$ cat src/lock_status_pkg.sv
// Constants shared by the lock status and write protect block
`default_nettype none
package lock_status_pkg;
  localparam int ADDR_W = 13;
  localparam logic [12:0] OFS_INPUT_STATUS = 13'h0184;
  localparam logic [12:0] OFS_DAC_LOW      = 13'h0185;
  localparam logic [12:0] OFS_HOLDOVER     = 13'h0188;
  localparam logic [12:0] OFS_KEY_HIGH     = 13'h1ffd;
  localparam logic [12:0] OFS_KEY_MID      = 13'h1ffe;
  localparam logic [12:0] OFS_KEY_LOW      = 13'h1fff;
  localparam int BIT_IN0_LOSS  = 0;
  localparam int BIT_IN1_LOSS  = 1;
  localparam int BIT_HOLDOVER  = 4;
  localparam int DAC_HI_LSB    = 6;
  localparam logic [9:0] DAC_RESET     = 10'h0200;
  localparam logic [7:0] KEY_HIGH_RESET = 8'h00;
  localparam logic [7:0] KEY_MID_RESET  = 8'h00;
  localparam logic [7:0] KEY_LOW_RESET  = 8'h53;
  localparam logic [7:0] KEY_LOW_OPEN   = 8'h53;
  localparam int CNT_W = 16;
  localparam int WND_W = 8;
endpackage
`default_nettype wire

$ cat src/lock_counter.sv
// Digital lock detector counting in-window phase-detector cycles
`timescale 1ns/10ps
`default_nettype none
module lock_counter
  import lock_status_pkg::*;
#(
  parameter int CW = CNT_W,
  parameter int WW = WND_W
) (
  input  wire logic          core_clk,
  input  wire logic          reset,
  input  wire logic          pd_event,
  input  wire logic [WW-1:0] phase_error,
  input  wire logic [WW-1:0] window_size,
  input  wire logic [CW-1:0] lock_count,
  output logic               lock_event,
  output logic [CW-1:0]      count_reg
);
  logic in_window;

  assign in_window  = phase_error < window_size;
  // One extra bit so a saturated count still meets its target
  assign lock_event = pd_event && in_window && (({1'b0, count_reg} + 1'b1) >= {1'b0, lock_count});

  // Count consecutive good cycles, clear on any outside edge pair
  always_ff @(posedge core_clk) begin
    if (reset) begin
      count_reg <= '0;
    end else if (pd_event) begin
      if (!in_window) begin
        count_reg <= '0;
      end else if (count_reg != {CW{1'b1}}) begin
        count_reg <= count_reg + 1'b1;
      end
    end
  end

  a_count_clear: assert property (@(posedge core_clk) disable iff (reset)
    pd_event && !in_window |=> count_reg == '0)
    else $error("count not cleared outside window");
endmodule
`default_nettype wire

$ cat src/lock_status_top.sv
// Status readback, write protect key and digital lock detection
// Functional notes
// - Status bit 1 mirrors the input one signal loss condition.
// - Status bit 0 mirrors the input zero signal loss condition, bit 2 reads zero.
// - The 10-bit tuning DAC readback is split over status bits 7:6 and the next register.
// - The DAC readback is 512 after reset and may change once the first loop locks.
// - Holdover status bit 4 is high while in holdover, other bits read zero.
// - While locked every write is refused except to the three key registers.
// - The key registers are write only and read back as zero.
// - Unlock needs both high and middle key bytes at zero.
// - Unlock also needs the low key byte at 83, its reset value.
// - A lock event needs lock count cycles each with edges inside the window.
// - An edge pair outside the window clears the accumulated count.
// - A loop's lock indicator is raised on its lock event.
// - The first loop uses its window and count, the second loop its own pair.
// - Holdover exit is detected on the first loop with the exit count and ends holdover.
`timescale 1ns/10ps
`default_nettype none
module lock_status_top
  import lock_status_pkg::*;
#(
  parameter int CW = CNT_W,
  parameter int WW = WND_W
) (
  input  wire logic              core_clk,
  input  wire logic              reset,
  input  wire logic              reg_wr,
  input  wire logic              reg_rd,
  input  wire logic [ADDR_W-1:0] reg_addr,
  input  wire logic [7:0]        reg_wdata,
  output logic [7:0]             reg_rdata,
  output logic                   reg_ack,
  output logic                   wr_accept,
  output logic                   regs_unlocked,
  input  wire logic              in0_signal_loss_pin,
  input  wire logic              in1_signal_loss_pin,
  input  wire logic              ref_pd_event,
  input  wire logic [WW-1:0]     ref_phase_error,
  input  wire logic              main_pd_event,
  input  wire logic [WW-1:0]     main_phase_error,
  input  wire logic [WW-1:0]     ref_loop_window_size,
  input  wire logic [CW-1:0]     ref_loop_lock_count,
  input  wire logic [WW-1:0]     main_loop_window_size,
  input  wire logic [CW-1:0]     main_loop_lock_count,
  input  wire logic [CW-1:0]     holdover_exit_count,
  input  wire logic              holdover_enter,
  input  wire logic              dac_update,
  input  wire logic [9:0]        dac_value,
  output logic                   first_loop_lock,
  output logic                   second_loop_lock,
  output logic                   holdover_state_flag,
  output logic                   protected_wr,
  output logic [7:0]             protected_wdata,
  output logic [ADDR_W-1:0]      protected_addr
);
  // ---------------------------------------------------------------
  // Pin synchronisers
  // ---------------------------------------------------------------
  logic [1:0] los0_sync_reg;
  logic [1:0] los1_sync_reg;
  logic       in0_signal_loss_flag;
  logic       in1_signal_loss_flag;

  // Two stages per asynchronous loss pin
  always_ff @(posedge core_clk) begin
    if (reset) begin
      los0_sync_reg <= 2'h0;
      los1_sync_reg <= 2'h0;
    end else begin
      los0_sync_reg <= {los0_sync_reg[0], in0_signal_loss_pin};
      los1_sync_reg <= {los1_sync_reg[0], in1_signal_loss_pin};
    end
  end
  assign in0_signal_loss_flag = los0_sync_reg[1];
  assign in1_signal_loss_flag = los1_sync_reg[1];

  // ---------------------------------------------------------------
  // Write protect key
  // ---------------------------------------------------------------
  logic [7:0] key_high_reg;
  logic [7:0] key_mid_reg;
  logic [7:0] key_low_reg;
  logic       is_key_addr;

  function automatic logic key_addr(input logic [ADDR_W-1:0] a);
    key_addr = (a == OFS_KEY_HIGH) || (a == OFS_KEY_MID) || (a == OFS_KEY_LOW);
  endfunction

  assign is_key_addr   = key_addr(reg_addr);
  assign regs_unlocked = (key_high_reg == 8'h00) && (key_mid_reg == 8'h00)
                         && (key_low_reg == KEY_LOW_OPEN);
  assign wr_accept     = reg_wr && (is_key_addr || regs_unlocked);

  // Key bytes are always writable; host keeps them in order
  always_ff @(posedge core_clk) begin
    if (reset) begin
      key_high_reg <= KEY_HIGH_RESET;
      key_mid_reg  <= KEY_MID_RESET;
      key_low_reg  <= KEY_LOW_RESET;
    end else if (reg_wr) begin
      if (reg_addr == OFS_KEY_HIGH) key_high_reg <= reg_wdata;
      if (reg_addr == OFS_KEY_MID)  key_mid_reg  <= reg_wdata;
      if (reg_addr == OFS_KEY_LOW)  key_low_reg  <= reg_wdata;
    end
  end

  // Accepted writes to other registers leave for the rest of the device
  always_ff @(posedge core_clk) begin
    if (reset) begin
      protected_wr    <= 1'b0;
      protected_wdata <= 8'h00;
      protected_addr  <= '0;
    end else begin
      protected_wr <= wr_accept && !is_key_addr;
      if (wr_accept && !is_key_addr) begin
        protected_wdata <= reg_wdata;
        protected_addr  <= reg_addr;
      end
    end
  end

  // ---------------------------------------------------------------
  // Lock detectors
  // ---------------------------------------------------------------
  logic          ref_lock_event;
  logic          main_lock_event;
  logic          exit_event;
  logic [CW-1:0] ref_cnt;
  logic [CW-1:0] main_cnt;
  logic [CW-1:0] exit_cnt;

  lock_counter #(.CW(CW), .WW(WW)) u_ref_lock (
    .core_clk    (core_clk),
    .reset       (reset),
    .pd_event    (ref_pd_event),
    .phase_error (ref_phase_error),
    .window_size (ref_loop_window_size),
    .lock_count  (ref_loop_lock_count),
    .lock_event  (ref_lock_event),
    .count_reg   (ref_cnt)
  );

  lock_counter #(.CW(CW), .WW(WW)) u_main_lock (
    .core_clk    (core_clk),
    .reset       (reset),
    .pd_event    (main_pd_event),
    .phase_error (main_phase_error),
    .window_size (main_loop_window_size),
    .lock_count  (main_loop_lock_count),
    .lock_event  (main_lock_event),
    .count_reg   (main_cnt)
  );

  lock_counter #(.CW(CW), .WW(WW)) u_exit_lock (
    .core_clk    (core_clk),
    .reset       (reset),
    .pd_event    (ref_pd_event),
    .phase_error (ref_phase_error),
    .window_size (ref_loop_window_size),
    .lock_count  (holdover_exit_count),
    .lock_event  (exit_event),
    .count_reg   (exit_cnt)
  );

  // Lock indicators rise on the lock event, drop on an outside edge pair
  always_ff @(posedge core_clk) begin
    if (reset) begin
      first_loop_lock <= 1'b0;
    end else if (ref_lock_event) begin
      first_loop_lock <= 1'b1;
    end else if (ref_pd_event && !(ref_phase_error < ref_loop_window_size)) begin
      first_loop_lock <= 1'b0;
    end
  end

  always_ff @(posedge core_clk) begin
    if (reset) begin
      second_loop_lock <= 1'b0;
    end else if (main_lock_event) begin
      second_loop_lock <= 1'b1;
    end else if (main_pd_event && !(main_phase_error < main_loop_window_size)) begin
      second_loop_lock <= 1'b0;
    end
  end

  // Holdover: exit event wins over an entry request
  always_ff @(posedge core_clk) begin
    if (reset) begin
      holdover_state_flag <= 1'b0;
    end else if (exit_event) begin
      holdover_state_flag <= 1'b0;
    end else if (holdover_enter) begin
      holdover_state_flag <= 1'b1;
    end
  end

  // ---------------------------------------------------------------
  // DAC readback
  // ---------------------------------------------------------------
  logic [9:0] tuning_dac_readback;

  always_ff @(posedge core_clk) begin
    if (reset) begin
      tuning_dac_readback <= DAC_RESET;
    end else if (dac_update && first_loop_lock) begin
      tuning_dac_readback <= dac_value;
    end
  end

  // ---------------------------------------------------------------
  // Register read port
  // ---------------------------------------------------------------
  logic [7:0] rdata_next;

  // Read mux; key addresses and unmapped addresses read zero
  always_comb begin
    rdata_next = 8'h00;
    case (reg_addr)
      OFS_INPUT_STATUS: begin
        rdata_next[7:DAC_HI_LSB]   = tuning_dac_readback[9:8];
        rdata_next[BIT_IN1_LOSS]   = in1_signal_loss_flag;
        rdata_next[BIT_IN0_LOSS]   = in0_signal_loss_flag;
      end
      OFS_DAC_LOW: begin
        rdata_next = tuning_dac_readback[7:0];
      end
      OFS_HOLDOVER: begin
        rdata_next[BIT_HOLDOVER] = holdover_state_flag;
      end
      default: begin
        rdata_next = 8'h00;
      end
    endcase
  end

  // Registered read data and completion of every transaction
  always_ff @(posedge core_clk) begin
    if (reset) begin
      reg_rdata <= 8'h00;
      reg_ack   <= 1'b0;
    end else begin
      reg_ack <= reg_wr || reg_rd;
      if (reg_rd) reg_rdata <= rdata_next;
    end
  end

  // ---------------------------------------------------------------
  // Checks
  // ---------------------------------------------------------------
  a_locked_refuse: assert property (@(posedge core_clk) disable iff (reset)
    reg_wr && !regs_unlocked && !is_key_addr |=> !protected_wr)
    else $error("write passed while locked");
  a_write_acked: assert property (@(posedge core_clk) disable iff (reset)
    reg_wr |=> reg_ack)
    else $error("write not completed");
  a_key_unreadable: assert property (@(posedge core_clk) disable iff (reset)
    reg_rd && is_key_addr |=> reg_rdata == 8'h00)
    else $error("key byte read back");
  a_unlock_value: assert property (@(posedge core_clk) disable iff (reset)
    reg_wr && reg_addr == OFS_KEY_LOW && reg_wdata != KEY_LOW_OPEN |=> !regs_unlocked)
    else $error("unlock with wrong key");
  a_loss_bit_one: assert property (@(posedge core_clk) disable iff (reset)
    reg_rd && reg_addr == OFS_INPUT_STATUS |=> reg_rdata[1] == $past(in1_signal_loss_flag))
    else $error("loss bit one wrong");
  a_loss_bit_zero: assert property (@(posedge core_clk) disable iff (reset)
    reg_rd && reg_addr == OFS_INPUT_STATUS |=> reg_rdata[0] == $past(in0_signal_loss_flag) && !reg_rdata[2])
    else $error("loss bit zero wrong");
  a_holdover_read: assert property (@(posedge core_clk) disable iff (reset)
    reg_rd && reg_addr == OFS_HOLDOVER |=> reg_rdata == {3'h0, $past(holdover_state_flag), 4'h0})
    else $error("holdover read wrong");
  a_exit_holdover: assert property (@(posedge core_clk) disable iff (reset)
    exit_event |=> !holdover_state_flag)
    else $error("holdover not left");
  a_lock_raise: assert property (@(posedge core_clk) disable iff (reset)
    main_lock_event |=> second_loop_lock)
    else $error("lock indicator not raised");

  // Counting, readback hold and pass-through of open writes
  a_ref_lock_raise: assert property (@(posedge core_clk) disable iff (reset)
    ref_lock_event |=> first_loop_lock)
    else $error("first loop indicator not raised");
  a_ref_count_step: assert property (@(posedge core_clk) disable iff (reset)
    ref_pd_event && (ref_phase_error < ref_loop_window_size) && ref_cnt != '1
    |=> ref_cnt == $past(ref_cnt) + 1'b1)
    else $error("first loop count not advanced");
  a_main_count_step: assert property (@(posedge core_clk) disable iff (reset)
    main_pd_event && (main_phase_error < main_loop_window_size) && main_cnt != '1
    |=> main_cnt == $past(main_cnt) + 1'b1)
    else $error("second loop count not advanced");
  a_exit_count_clear: assert property (@(posedge core_clk) disable iff (reset)
    ref_pd_event && !(ref_phase_error < ref_loop_window_size) |=> exit_cnt == '0 && ref_cnt == '0)
    else $error("exit count not cleared");
  a_dac_hold_unlocked: assert property (@(posedge core_clk) disable iff (reset)
    !first_loop_lock |=> tuning_dac_readback == $past(tuning_dac_readback))
    else $error("dac readback moved without lock");
  a_open_write_pass: assert property (@(posedge core_clk) disable iff (reset)
    reg_wr && regs_unlocked && !is_key_addr |=> protected_wr && protected_addr == $past(reg_addr))
    else $error("open write not passed on");
  a_read_acked: assert property (@(posedge core_clk) disable iff (reset)
    reg_rd |=> reg_ack)
    else $error("read not completed");
  a_high_byte_lock: assert property (@(posedge core_clk) disable iff (reset)
    reg_wr && reg_addr == OFS_KEY_HIGH && reg_wdata != 8'h00 |=> !regs_unlocked)
    else $error("nonzero high key byte left bank open");
endmodule
`default_nettype wire

$ cat config.mk
export PLATFORM = sky130hd
export DESIGN_NAME = lock_status_top
export DESIGN_NICKNAME = d
export VERILOG_FILES = /design/src/lock_status_pkg.sv /design/src/lock_counter.sv /design/src/lock_status_top.sv
export SDC_FILE = /design/constraint.sdc
export NUM_CORES = 1
export LEC_CHECK = 0
export ABC_CLOCK_PERIOD_IN_PS = 3400
export BUFFER_PORTS_ARGS = -buffer_cell sky130_fd_sc_hd__buf_2
export CORE_AREA = 2 2 137 139
export CTS_CLUSTER_DIAMETER = 120
export DETAILED_ROUTE_END_ITERATION = 8
export DIE_AREA = 0 0 139 141
export HOLD_SLACK_MARGIN = 0.02
export PLACE_DENSITY = 0.69
export SLEW_MARGIN = 20
export SYNTH_ARGS = -nofsm -noshare
export SYNTH_HDL_FRONTEND = slang
export SYNTH_SLANG_ARGS = --single-unit
$ cat constraint.sdc
create_clock -name core_clk -period 3.4 [get_ports core_clk]
set_input_delay 0.68 -clock core_clk [delete_from_list [all_inputs] [get_ports core_clk]]
set_output_delay 0.68 -clock core_clk [all_outputs]
set_load 0.02 [all_outputs]
=== Word level (Yosys, flattened, before mapping) ===
Cells that the tools add are included.

* Flip-flop bits (word level): 120
* Logic and storage cells: 86
* Output and inout port bits: 36

* Equal/unequal tests: 13
* Add/subtract/negate cells: 6
* $lt $le $gt $ge: 5
* Muxes and demuxes: 15
* Reductions and logical operators: 30

{| class="wikitable"
|+ Operators with widths
! operator !! number
|-
| $mux W16 || 6
|-
| $add A16 B1 Y17 const B || 3
|-
| $ge A17 B16 Y1 || 3
|-
| $add A16 B1 Y16 const B || 3
|-
| $ne A16 B16 Y1 const B || 3
|-
| $eq A13 B13 Y1 const B || 3
|-
| $eq A13 B9 Y1 const B || 3
|-
| $logic_not A8 Y1 || 2
|-
| $lt A8 B8 Y1 || 2
|-
| $logic_and A1 B1 Y1 || 12
|-
| $reduce_and A2 Y1 || 6
|-
| $eq A8 B7 Y1 const B || 1
|-
| $pmux W2 S2 || 2
|-
| $mux W1 || 5
|-
| $logic_or A1 B1 Y1 || 4
|-
| $ne A2 B2 Y1 const B || 2
|-
| $reduce_bool A2 Y1 || 2
|-
| $logic_not A1 Y1 || 3
|-
| $mux W2 || 1
|-
| $ne A2 B1 Y1 const B || 1
|-
| $pmux W1 S2 || 1
|-
| $reduce_or A2 Y1 || 1
|}

=== Longest topological paths before layout ===
Gate-level depths: netlist of the first run.

* Word-level depth: 6
* Gate-level depth with buffers: 13
* Mapped depth without buffers: 12

=== By module ===
Synthesis of the first run repeated with hierarchy kept, for this count alone.

* Cell total of the unflattened synthesis: 960
* Area total of the unflattened synthesis: 8333.0 µm²

{| class="wikitable"
|+ By module, submodules not included
! module !! instances !! area an instance (µm²) !! cells an instance !! sequential area each (µm²)
|-
| lock_counter (u_exit_lock ...) || 2 || 1793.0 || 214 || 320.3
|-
| lock_status_top || 1 || 3083.0 || 328 || 1441.4
|-
| lock_counter (u_ref_lock) || 1 || 1664.1 || 204 || 320.3
|}

=== Worst setup path after synthesis of the first run ===
Ideal clock, no wire load.

* Kind: flip-flop to flip-flop
* Start: reg u_ref_lock.count_reg[0]
* End: reg first_loop_lock
* Required time: 3.260 ns
* Slack: 0.833 ns
* Setup time: 0.140 ns
* Buffers on the path: 0
* Arrival time: 2.427 ns
* Clock period less this slack: 2.567 ns
* Stages on the path, launching flop included: 12
* Path through: dfxtp_1 > ha_1 > nand3_1 > nor2_1 > and4_1 > xor2_1 > ha_1 > a21o_1 > a211oi_1 > nand3_1 > a41oi_1 > a221oi_1

* Word-level cells in the longest chain between the ends: 4

{| class="wikitable"
|+ Ends and longest elaborated chain
! what !! line !! RTL
|-
| start, declared || lock_counter.sv:17 || <nowiki>output logic [CW-1:0] count_reg</nowiki>
|-
| start signal, assigned || lock_counter.sv:33 || <nowiki>count_reg <= count_reg + 1'b1;</nowiki>
|-
| $add A16 B1 Y17 * || lock_counter.sv:23 || <nowiki>assign lock_event = pd_event && in_window && (({1'b0, count_reg} + 1'b1) >= {1'b0, lock_count});</nowiki>
|-
| $ge A17 B16 Y1 * || lock_counter.sv:23 ||
|-
| $logic_and A1 B1 Y1 * || lock_counter.sv:23 ||
|-
| $mux W1 / $reduce_bool A2 Y1 (equally long branches) || -- ||
|-
| end signal, assigned || lock_status_top.sv:168 || <nowiki>first_loop_lock <= 1'b0;</nowiki>
|-
| end signal, assigned || lock_status_top.sv:170 || <nowiki>first_loop_lock <= 1'b1;</nowiki>
|-
| end signal, assigned || lock_status_top.sv:172 || <nowiki>first_loop_lock <= 1'b0;</nowiki>
|-
| end, declared || lock_status_top.sv:49 || <nowiki>output logic first_loop_lock,</nowiki>
|}

Mark *: on every way between the ends. The rest lies on a longest branch, timed or not.
A chain may end at the register's enable or synchronous reset.

=== Worst setup path in the final report of the first run ===
* Start: reg u_exit_lock.count_reg[0]
* End: reg holdover_state_flag

* Word-level cells in the longest chain between the ends: 4

{| class="wikitable"
|+ Ends and longest elaborated chain
! what !! line !! RTL
|-
| start, declared || lock_counter.sv:17 ||
|-
| start signal, assigned || lock_counter.sv:33 ||
|-
| $add A16 B1 Y17 || lock_counter.sv:23 ||
|-
| $ge A17 B16 Y1 || lock_counter.sv:23 ||
|-
| $logic_and A1 B1 Y1 || lock_counter.sv:23 ||
|-
| $reduce_or A2 Y1 (no line) || -- ||
|-
| end signal, assigned || lock_status_top.sv:189 || <nowiki>holdover_state_flag <= 1'b0;</nowiki>
|-
| end signal, assigned || lock_status_top.sv:191 || <nowiki>holdover_state_flag <= 1'b0;</nowiki>
|-
| end signal, assigned || lock_status_top.sv:193 || <nowiki>holdover_state_flag <= 1'b1;</nowiki>
|-
| end, declared || lock_status_top.sv:51 || <nowiki>output logic holdover_state_flag,</nowiki>
|}

No other way between the ends.

==> results of run 1 <==
[cells in the mapped netlist, drive strengths merged (12+ instances only)]
library cell / number
a21o: 12
a21oi: 60
a22o: 20
buf: 14
clkbuf: 19
dfxtp: 120
ha: 65
inv: 70
mux2i: 20
nand2: 109
nand3: 31
nand4: 22
nor2: 67
nor3: 28
o21ai: 35
xnor2: 25
xor2: 15
[area by class of cell]
class / instances / area (um2)
Fill cell: 1790 / 9640
Clock inverter: 14 / 150
Inverter: 70 / 263
Sequential cell: 120 / 2400
Tap cell: 234 / 293
Multi-Input combinational cell: 626 / 4270
Timing Repair Buffer: 161 / 818
Clock buffer: 18 / 429
[worst paths after layout]
| kind | slack (ps) | cells after the start | endpoint |
|---|---|---|---|
| worst max-delay path | 410 | 9 | holdover_state_flag |
| worst min register to register | 450 | 2 | reg_rdata[1] |
| worst max register to register | 410 | 9 | holdover_state_flag |
| worst min-delay path | 450 | 2 | reg_rdata[1] |
[logic make-up (layout without fill, tap and decap cells)]
kind of cell | count (synthesis) | after routing | synth area share, %
multiplexers | 22 | 22 | 3.14
flip-flops | 120 | 120 | 33.9
buffers and inverters | 103 | 263 | 6.00
XOR/XNOR | 40 | 40 | 4.94
AND/OR/NAND/NOR | 314 | 314 | 22.5
AO/OA/AOI/OAI | 185 | 185 | 18.1
adder cells (fa/ha/maj) | 65 | 65 | 11.5
[metal layers]
layer	wire length [um]	track usage [%]	up-vias
li1	-	-	3320
met1	8840	25.1	2990
met2	8040	28.7	127
met3	636	3.97	21
met4	269	5.42	0
met5	0	0	-
[report_power, final]
group	switching [mW]	leakage, nW	total (mW)	internal, mW
sequential	0.0162	0.973	1.45	1.43
clock	0.673	0.277	1.75	1.08
combinational	0.223	3.01	0.375	0.152
[through the flow]
stage / hold slack (ps) / instance area (um2) / setup slack (ps) / power [mW] / utilization (%)
2_1_floorplan: 414 / 7100 / 833 / 1.69 / -
3_3_place_gp: 424 / 8040 / 527 / 1.85 / 44.0
3_5_place_dp: 435 / 8040 / 462 / 1.85 / 44.0
4_1_cts: 447 / 8620 / 437 / 3.60 / 47.2
5_1_grt: 469 / 8620 / 139 / 3.72 / 47.2
6_report: 446 / 8620 / 415 / 3.58 / 47.2
[worst min-delay path: cells and delay by family, from the launching register on]
family           cells  cell delay (ps)
DFF                  1              310
and+or+nand+nor      2               90
==> flow_metrics.tcl, run 1 <==
set metrics [dict create \
    cts_resized 0 \
    path_max_fanout 7 \
    cts-buffers-inserted 17 \
    dieArea_mm2 0.0196 \
    start_util_pct 38.8 \
    setup_tns_ps 0 \
    synth.net_count 1035 \
    maxCapViolations 0 \
    area_growth_syn_to_layout_pct 21.5 \
    yosysTopAreaCellShare_pct 33.9 \
    tightest_slew_ps 1000 \
    p_leak_nw 4.26 \
    layout_commonest_cell "buf_2" \
    yosysTopAreaCell "dfxtp_1" \
    worstPathRequired_ps 3740 \
    grt_pass1_wl_mm 29.5 \
    rows 50 \
    synth_cells 849 \
    synth_area_per_cell_um2 8.36 \
    overflow 0 \
    final_nets 1182 \
    gp_congestion 0.839 \
    cp_num_buf_inv 0 \
    yosys_warnings 0 \
    finalHoldViolations 0 \
    synth-seq-cells 120 \
    tritoncts "built" \
    coreArea_mm2 0.0183 \
    holdCritPathClass "register to register" \
    startpoint "u_exit_lock.count_reg[0]" \
    cp.arrival_ps 3330 \
    crit_top_cell "ha_1" \
    diodes 0 \
    yosysSeqAreaShare_pct 33.9 \
    post_synth_num_cell_types 69 \
    synth_edf_count 0 \
    clock_latency_ps 410 \
    finalNonFillerCells 1243 \
    clkTransAtPathRegs_ps 60 \
    crit_path_cell_trace "ha_1, nand3_1, nor4_1, xor2_1, ha_1, a211o_1, a221oi_1, o21ai_0, a21oi_1" \
    async_flop_share_pct 0 \
    crit_type "register to register" \
    layout-drive-gt1-share_pct 21.6 \
    grt_pass1_vias 6122 \
    vdd.ir_drop.worst_v 0.000344 \
    grt_usage_pct 18.2 \
    ys_top_cells_by_area "dfxtp_1 34%, ha_1 11%, nand2_1 5.7%" \
    drc_errors 0 \
    hpwl_mm 13.4 \
    hold_buffers 0 \
    setup_viol 0 \
    die_h_um 141 \
    skew_ps 7.65 \
    antenna_found_initial 0 \
    powerDensity_mw_per_mm2 415 \
    period_share_pct 87.8 \
    postCtsSetupRepairBufs 0 \
    rr_startpoint "u_exit_lock.count_reg[0]" \
    slowest_delay_ps 430 \
    cts_root_buffer "clkbuf_16" \
    place_inst 1211 \
    pin_count 157 \
    worst_setup_path_start_kind "register" \
    grt_max_degree 74 \
    via_count 6458 \
    status "finished, final reports clean" \
    clock_path_buffers 2 \
    fp.dieW_um 139 \
    critPathSlowestCell "dfxtp_1" \
    first_pass_iters 5 \
    end_kind "register" \
    drt_iter0_drc 395 \
    min_period_ps 2990 \
    slew_violations 0 \
    cp_top_family "compound AO/OA/AOI/OAI gates" \
    rsz0062_at_grt "false" \
    slew_headroom_pct 32.6 \
    h-tree-depth 4 \
    fmax_mhz 335 \
    io_buffers 156 \
    routedWlPerCell_um 14.3 \
    clock_sinks 120 \
    ant_nets 0 \
    routed_via_density 5.20 \
    syn_area_mm2 0.00710 \
    layout_common_cells "156 x buf_2, 120 x dfxtp_1, 107 x nand2_1, 70 x inv_1, 66 x nor2_1" \
    wirelength_mm 17.8 \
    synth-main-ff-cell "dfxtp_1" \
    hp-start "tuning_dac_readback[1]" \
]
No activity file was read; power rests on OpenSTA's default activity.
==> run 2, diff against run 1 <==
- ABC_CLOCK_PERIOD_IN_PS: 3400 -> 2600
- PLACE_DENSITY: 0.69 -> 0.71
- clock period: 3.4 -> 2.6 ns (I/O delays scaled with it)
==> run 2 against run 1 <==
Compared with the run above: critical path depth increased by 3; combinational power increased by 42%; cell area grew 7.2%; hold slack lost 130 ps; clock power up 46%; register-to-register slack lost 370 ps; global-route usage rose by 0.38 points; critical path type unchanged; die area unchanged; first-iteration DRC count up 19%; via count grew 3.5%.
==> flow_metrics.tcl, run 2 (synthesis results as in run 1) <==
set metrics [dict create \
    status "finished, final reports clean" \
    layout-drive-gt1-share_pct 28.5 \
    die_h_um 141 \
    h-tree-depth 4 \
    maxCapViolations 0 \
    power_mw 4.97 \
    grt_pass1_wl_mm 30.0 \
    antenna_found_initial 0 \
    coreArea_mm2 0.0183 \
    tritoncts "built" \
    rows 50 \
    drc_errors 0 \
    clock_path_buffers 2 \
    setup_viol 0 \
    grt_pass1_vias 6246 \
    clock_sinks 120 \
    finalHoldViolations 0 \
    start_util_pct 38.8 \
    clock_latency_ps 420 \
    cts_root_buffer "clkbuf_16" \
    drt_iter0_drc 472 \
    worstPathRequired_ps 2880 \
    slew_headroom_pct 50.7 \
    tightest_slew_ps 739 \
    holdCritPathClass "input pin to register" \
    pin_count 157 \
    io_buffers 156 \
    powerDensity_mw_per_mm2 538 \
    setup_tns_ps 0 \
    rsz0062_at_grt "true" \
    ant_nets 0 \
    grt_usage_pct 18.6 \
    fillers 1716 \
    period_share_pct 98.1 \
    first_pass_iters 5 \
    finalNonFillerCells 1298 \
    layout_common_cells "156 x buf_2, 112 x dfxtp_1, 106 x nand2_1, 70 x inv_1, 62 x ha_1" \
    wirelength_mm 18.5 \
    grt_max_degree 74 \
    slew_violations 0 \
    fmax_mhz 392 \
    clkTransAtPathRegs_ps 60 \
    gp_congestion 0.859 \
    skew_ps 7.21 \
    fp.dieW_um 139 \
    p_leak_nw 4.57 \
    cts-buffers-inserted 17 \
    min_period_ps 2550 \
    dieArea_mm2 0.0196 \
    end_kind "register" \
    routedWlPerCell_um 14.3 \
    place_inst 1259 \
    cp.arrival_ps 2830 \
    area_growth_syn_to_layout_pct 30.3 \
    hold_buffers 0 \
    hpwl_mm 13.9 \
    routed_via_density 5.15 \
    overflow 0 \
    crit_type "register to register" \
    worst_setup_path_start_kind "register" \
    final_nets 1236 \
    via_count 6684 \
    path_max_fanout 4 \
    vdd.ir_drop.worst_v 0.000470 \
    layout_commonest_cell "buf_2" \
]
-- run 2: cell types whose count changed in the layout (fill, tap and decap cells not counted), sizes merged --
cell / previous run / this run
clkinv: 7 / 5
clkbuf: 18 / 19
diode: 0 / 1
bufinv: 2 / 4
buf: 161 / 215
clkinvlp: 3 / 2
-- run 2: power by group --
| part | leakage (nW) | switching (mW) | internal (mW) |
|---|---|---|---|
| Clock | 0.310 | 0.886 | 1.66 |
| Sequential | 0.977 | 0.0188 | 1.87 |
| Combinational | 3.29 | 0.305 | 0.226 |
| Total | 4.57 | 1.21 | 3.76 |
-- run 2: layout make-up --
| class | count | area (um2) | area share (%) |
|---|---|---|---|
| clock buffer | 19 | 453 | 4.90 |
| multi-input combinational | 626 | 4390 | 47.5 |
| antenna | 1 | 2.50 | 0.0271 |
| timing repair buffer | 215 | 1240 | 13.4 |
| clock inverter | 13 | 193 | 2.08 |
| sequential | 120 | 2410 | 26.1 |
| inverter | 70 | 263 | 2.84 |
| tap | 234 | 293 | 3.17 |
-- run 2: worst paths after layout --
kind	start	endpoint	slack [ps]	cells past startpoint
min reg2reg	los0_sync_reg[0]	los0_sync_reg[1]	430	1
max reg2reg	u_ref_lock.count_reg[0]	first_loop_lock	50	12
min	in1_signal_loss_pin	los1_sync_reg[0]	320	2
max	u_ref_lock.count_reg[0]	first_loop_lock	50	12
-- run 2: critical path, cell delays in order (launching register included) --
cell	delay, ps
dfxtp_2	350
ha_2	190
nand3_2	120
nor2_4	140
and4_1	240
xor2_1	160
ha_1	270
buf_4	150
a21o_1	160
a211oi_2	210
nand3_1	110
a41oi_2	200
a221oi_2	100
-- run 2: through the flow --
stage	utilization, %	instance area [um2]	worst slack, ps	hold slack [ps]
2_1_floorplan	-	7100	33.1	414
3_3_place_gp	46.1	8420	60.3	422
3_5_place_dp	46.1	8420	-50.0	425
4_1_cts	49.7	9070	22.1	309
5_1_grt	50.6	9240	-81.6	329
6_report	50.6	9250	48.9	319
-- run 2: what timing repair did --
item / 4_1_cts / 5_1_grt
pin swaps: 1 / 8
endpoints found under the hold margin: 0 / 0
setup buffers: 1 / 5
resized for setup: 1 / 33
endpoints found under the setup margin: 1 / 4
-- run 2: layer usage --
layer  global-route usage, %  share of wire [%]
met5                       0                  0
met4                    7.97                2.8
met3                    3.16                4.2
met2                    29.9                 47
met1                    24.7                 46
==> run 3, diff against run 2 <==
- BUFFER_PORTS_ARGS: -buffer_cell sky130_fd_sc_hd__buf_2 -> unset
- DONT_BUFFER_PORTS: unset -> 1
- PLACE_DENSITY: 0.71 -> 0.63
==> run 3 against run 2 <==
Compared with the run above: first-iteration DRC count fell by 31%; non-clock buffer count decreased by 167; power shrank 7.6%; fmax increased by 4.5%; sequential share of layout area up 3.1 points; worst setup slack gained 110 ps; register-to-register slack gained 120 ps; cell area shrank 11%; critical endpoint is now wr_accept; largest cell class unchanged.
==> flow_metrics.tcl, run 3 (synthesis results as in run 1) <==
set metrics [dict create \
    status "finished, final reports clean" \
    rsz0062_at_grt "true" \
    powerDensity_mw_per_mm2 556 \
    worst_setup_path_start_kind "register" \
    rows 50 \
    setup_tns_ps 0 \
    setup_viol 0 \
    clock_sinks 120 \
    finalNonFillerCells 1130 \
    cts-buffers-inserted 17 \
    tritoncts "built" \
    finish.utilization_pct 45.2 \
    place_inst 1097 \
    diodes 0 \
    drt_iter0_drc 328 \
    antenna_found_initial 0 \
    via_count 6068 \
    tightest_slew_ps 744 \
    slowest_delay_ps 560 \
    path_max_fanout 4 \
    slew_headroom_pct 50.4 \
    cp_top_family "simple AND/OR/NAND/NOR gates" \
    cp.arrival_ps 1920 \
    p_leak_nw 3.83 \
    grt_pass1_vias 5843 \
    layout_commonest_cell "dfxtp_1" \
    hpwl_mm 13.6 \
    final_nets 1069 \
    crit_path_cell_trace "or4b_1, nor3_4, inv_1, a21boi_1, buf_4" \
    overflow 0 \
    first_pass_iters 5 \
    clock_latency_ps 420 \
    grt_usage_pct 18.4 \
    pin_count 157 \
    period_share_pct 93.9 \
    grt_max_degree 87 \
    crit_type "register to primary output" \
    clock_path_buffers 2 \
    holdCritPathClass "input pin to register" \
    layout_common_cells "109 x dfxtp_1, 106 x nand2_1, 70 x inv_1, 63 x nor2_1, 63 x ha_1" \
    ant_nets 0 \
    routedWlPerCell_um 15.9 \
    io_buffers 0 \
    min_period_ps 2440 \
    worstPathRequired_ps 2080 \
    skew_ps 9.92 \
    die_h_um 141 \
    start_util_pct 38.8 \
    fp.dieW_um 139 \
    slew_violations 0 \
    fmax_mhz 409 \
    critPathSlowestCell "or4b_1" \
    drc_errors 0 \
    wirelength_mm 18.0 \
    clkTransAtPathRegs_ps 60 \
    finalHoldViolations 0 \
    coreArea_mm2 0.0183 \
    cp_num_buf_inv 2 \
    end_kind "primary output" \
    gp_congestion 0.832 \
    h-tree-depth 4 \
    routed_via_density 5.37 \
    layout-drive-gt1-share_pct 14.8 \
    vdd.ir_drop.worst_v 0.000417 \
    cts_root_buffer "clkbuf_16" \
    grt_pass1_wl_mm 29.4 \
    dieArea_mm2 0.0196 \
    power_mw 4.59 \
    area_growth_syn_to_layout_pct 16.5 \
    maxCapViolations 0 \
]
-- run 3: cell types whose count changed in the layout (fill, tap and decap cells not counted), sizes merged --
cell      change
buf         -167
bufinv        -3
clkbuf        -2
clkinv        -2
clkinvlp      +1
diode         -1
inv           +6
-- run 3: worst paths after layout --
check                                 from                  endpoint  slack (ps)  cells after the start
setup / recovery            key_low_reg[2]                 wr_accept         160                      5
hold / removal                ref_pd_event  u_ref_lock.count_reg[14]         180                      1
setup reg to reg  u_exit_lock.count_reg[0]       holdover_state_flag         170                     10
hold reg to reg     tuning_dac_readback[6]              reg_rdata[6]         440                      2
-- run 3: per-layer routing --
| metal | wire length [um] | up-vias | GRT usage [%] | share of wire (%) |
|---|---|---|---|---|
| li1 | - | 3092 | - | - |
| met1 | 8660 | 2809 | 25.3 | 48 |
| met2 | 8300 | 148 | 29.3 | 46 |
| met3 | 793 | 19 | 3.87 | 4.4 |
| met4 | 246 | 0 | 5.69 | 1.4 |
| met5 | 0 | - | 0 | 0 |
-- run 3: stage by stage --
stage / hold WS, ps / worst slack, ps / instance area [um2]
global placement: 425 / 116 / 7580
global route: 168 / -18.3 / 8270
floorplan: 414 / 33.1 / 7100
finish: 185 / 158 / 8270
CTS: 158 / 1.67 / 8170
detailed placement: 428 / 13.7 / 7580
-- run 3: where the power goes --
group	internal, mW	switching, mW	total [mW]
clock network	1.35	0.983	2.34
registers	1.87	0.0519	1.92
logic	0.139	0.193	0.331
-- run 3: cell type report --
| class | instances | area [um2] |
|---|---|---|
| fillers | 1842 | 10000 |
| multi-input cells | 626 | 4350 |
| flip-flops and latches | 120 | 2420 |
| clock buffers | 17 | 425 |
| repair buffers | 48 | 360 |
| well taps | 234 | 293 |
| inverters | 70 | 263 |
| clock inverters | 15 | 158 |
-- run 3: repair_timing --
| action | in CTS | in global routing |
|---|---|---|
| gates resized for setup | 0 | 31 |
| setup endpoints to repair | 1 | 4 |
| pin swaps | 1 | 5 |
| buffers inserted | 1 | 0 |
| hold buffers | 0 | 0 |
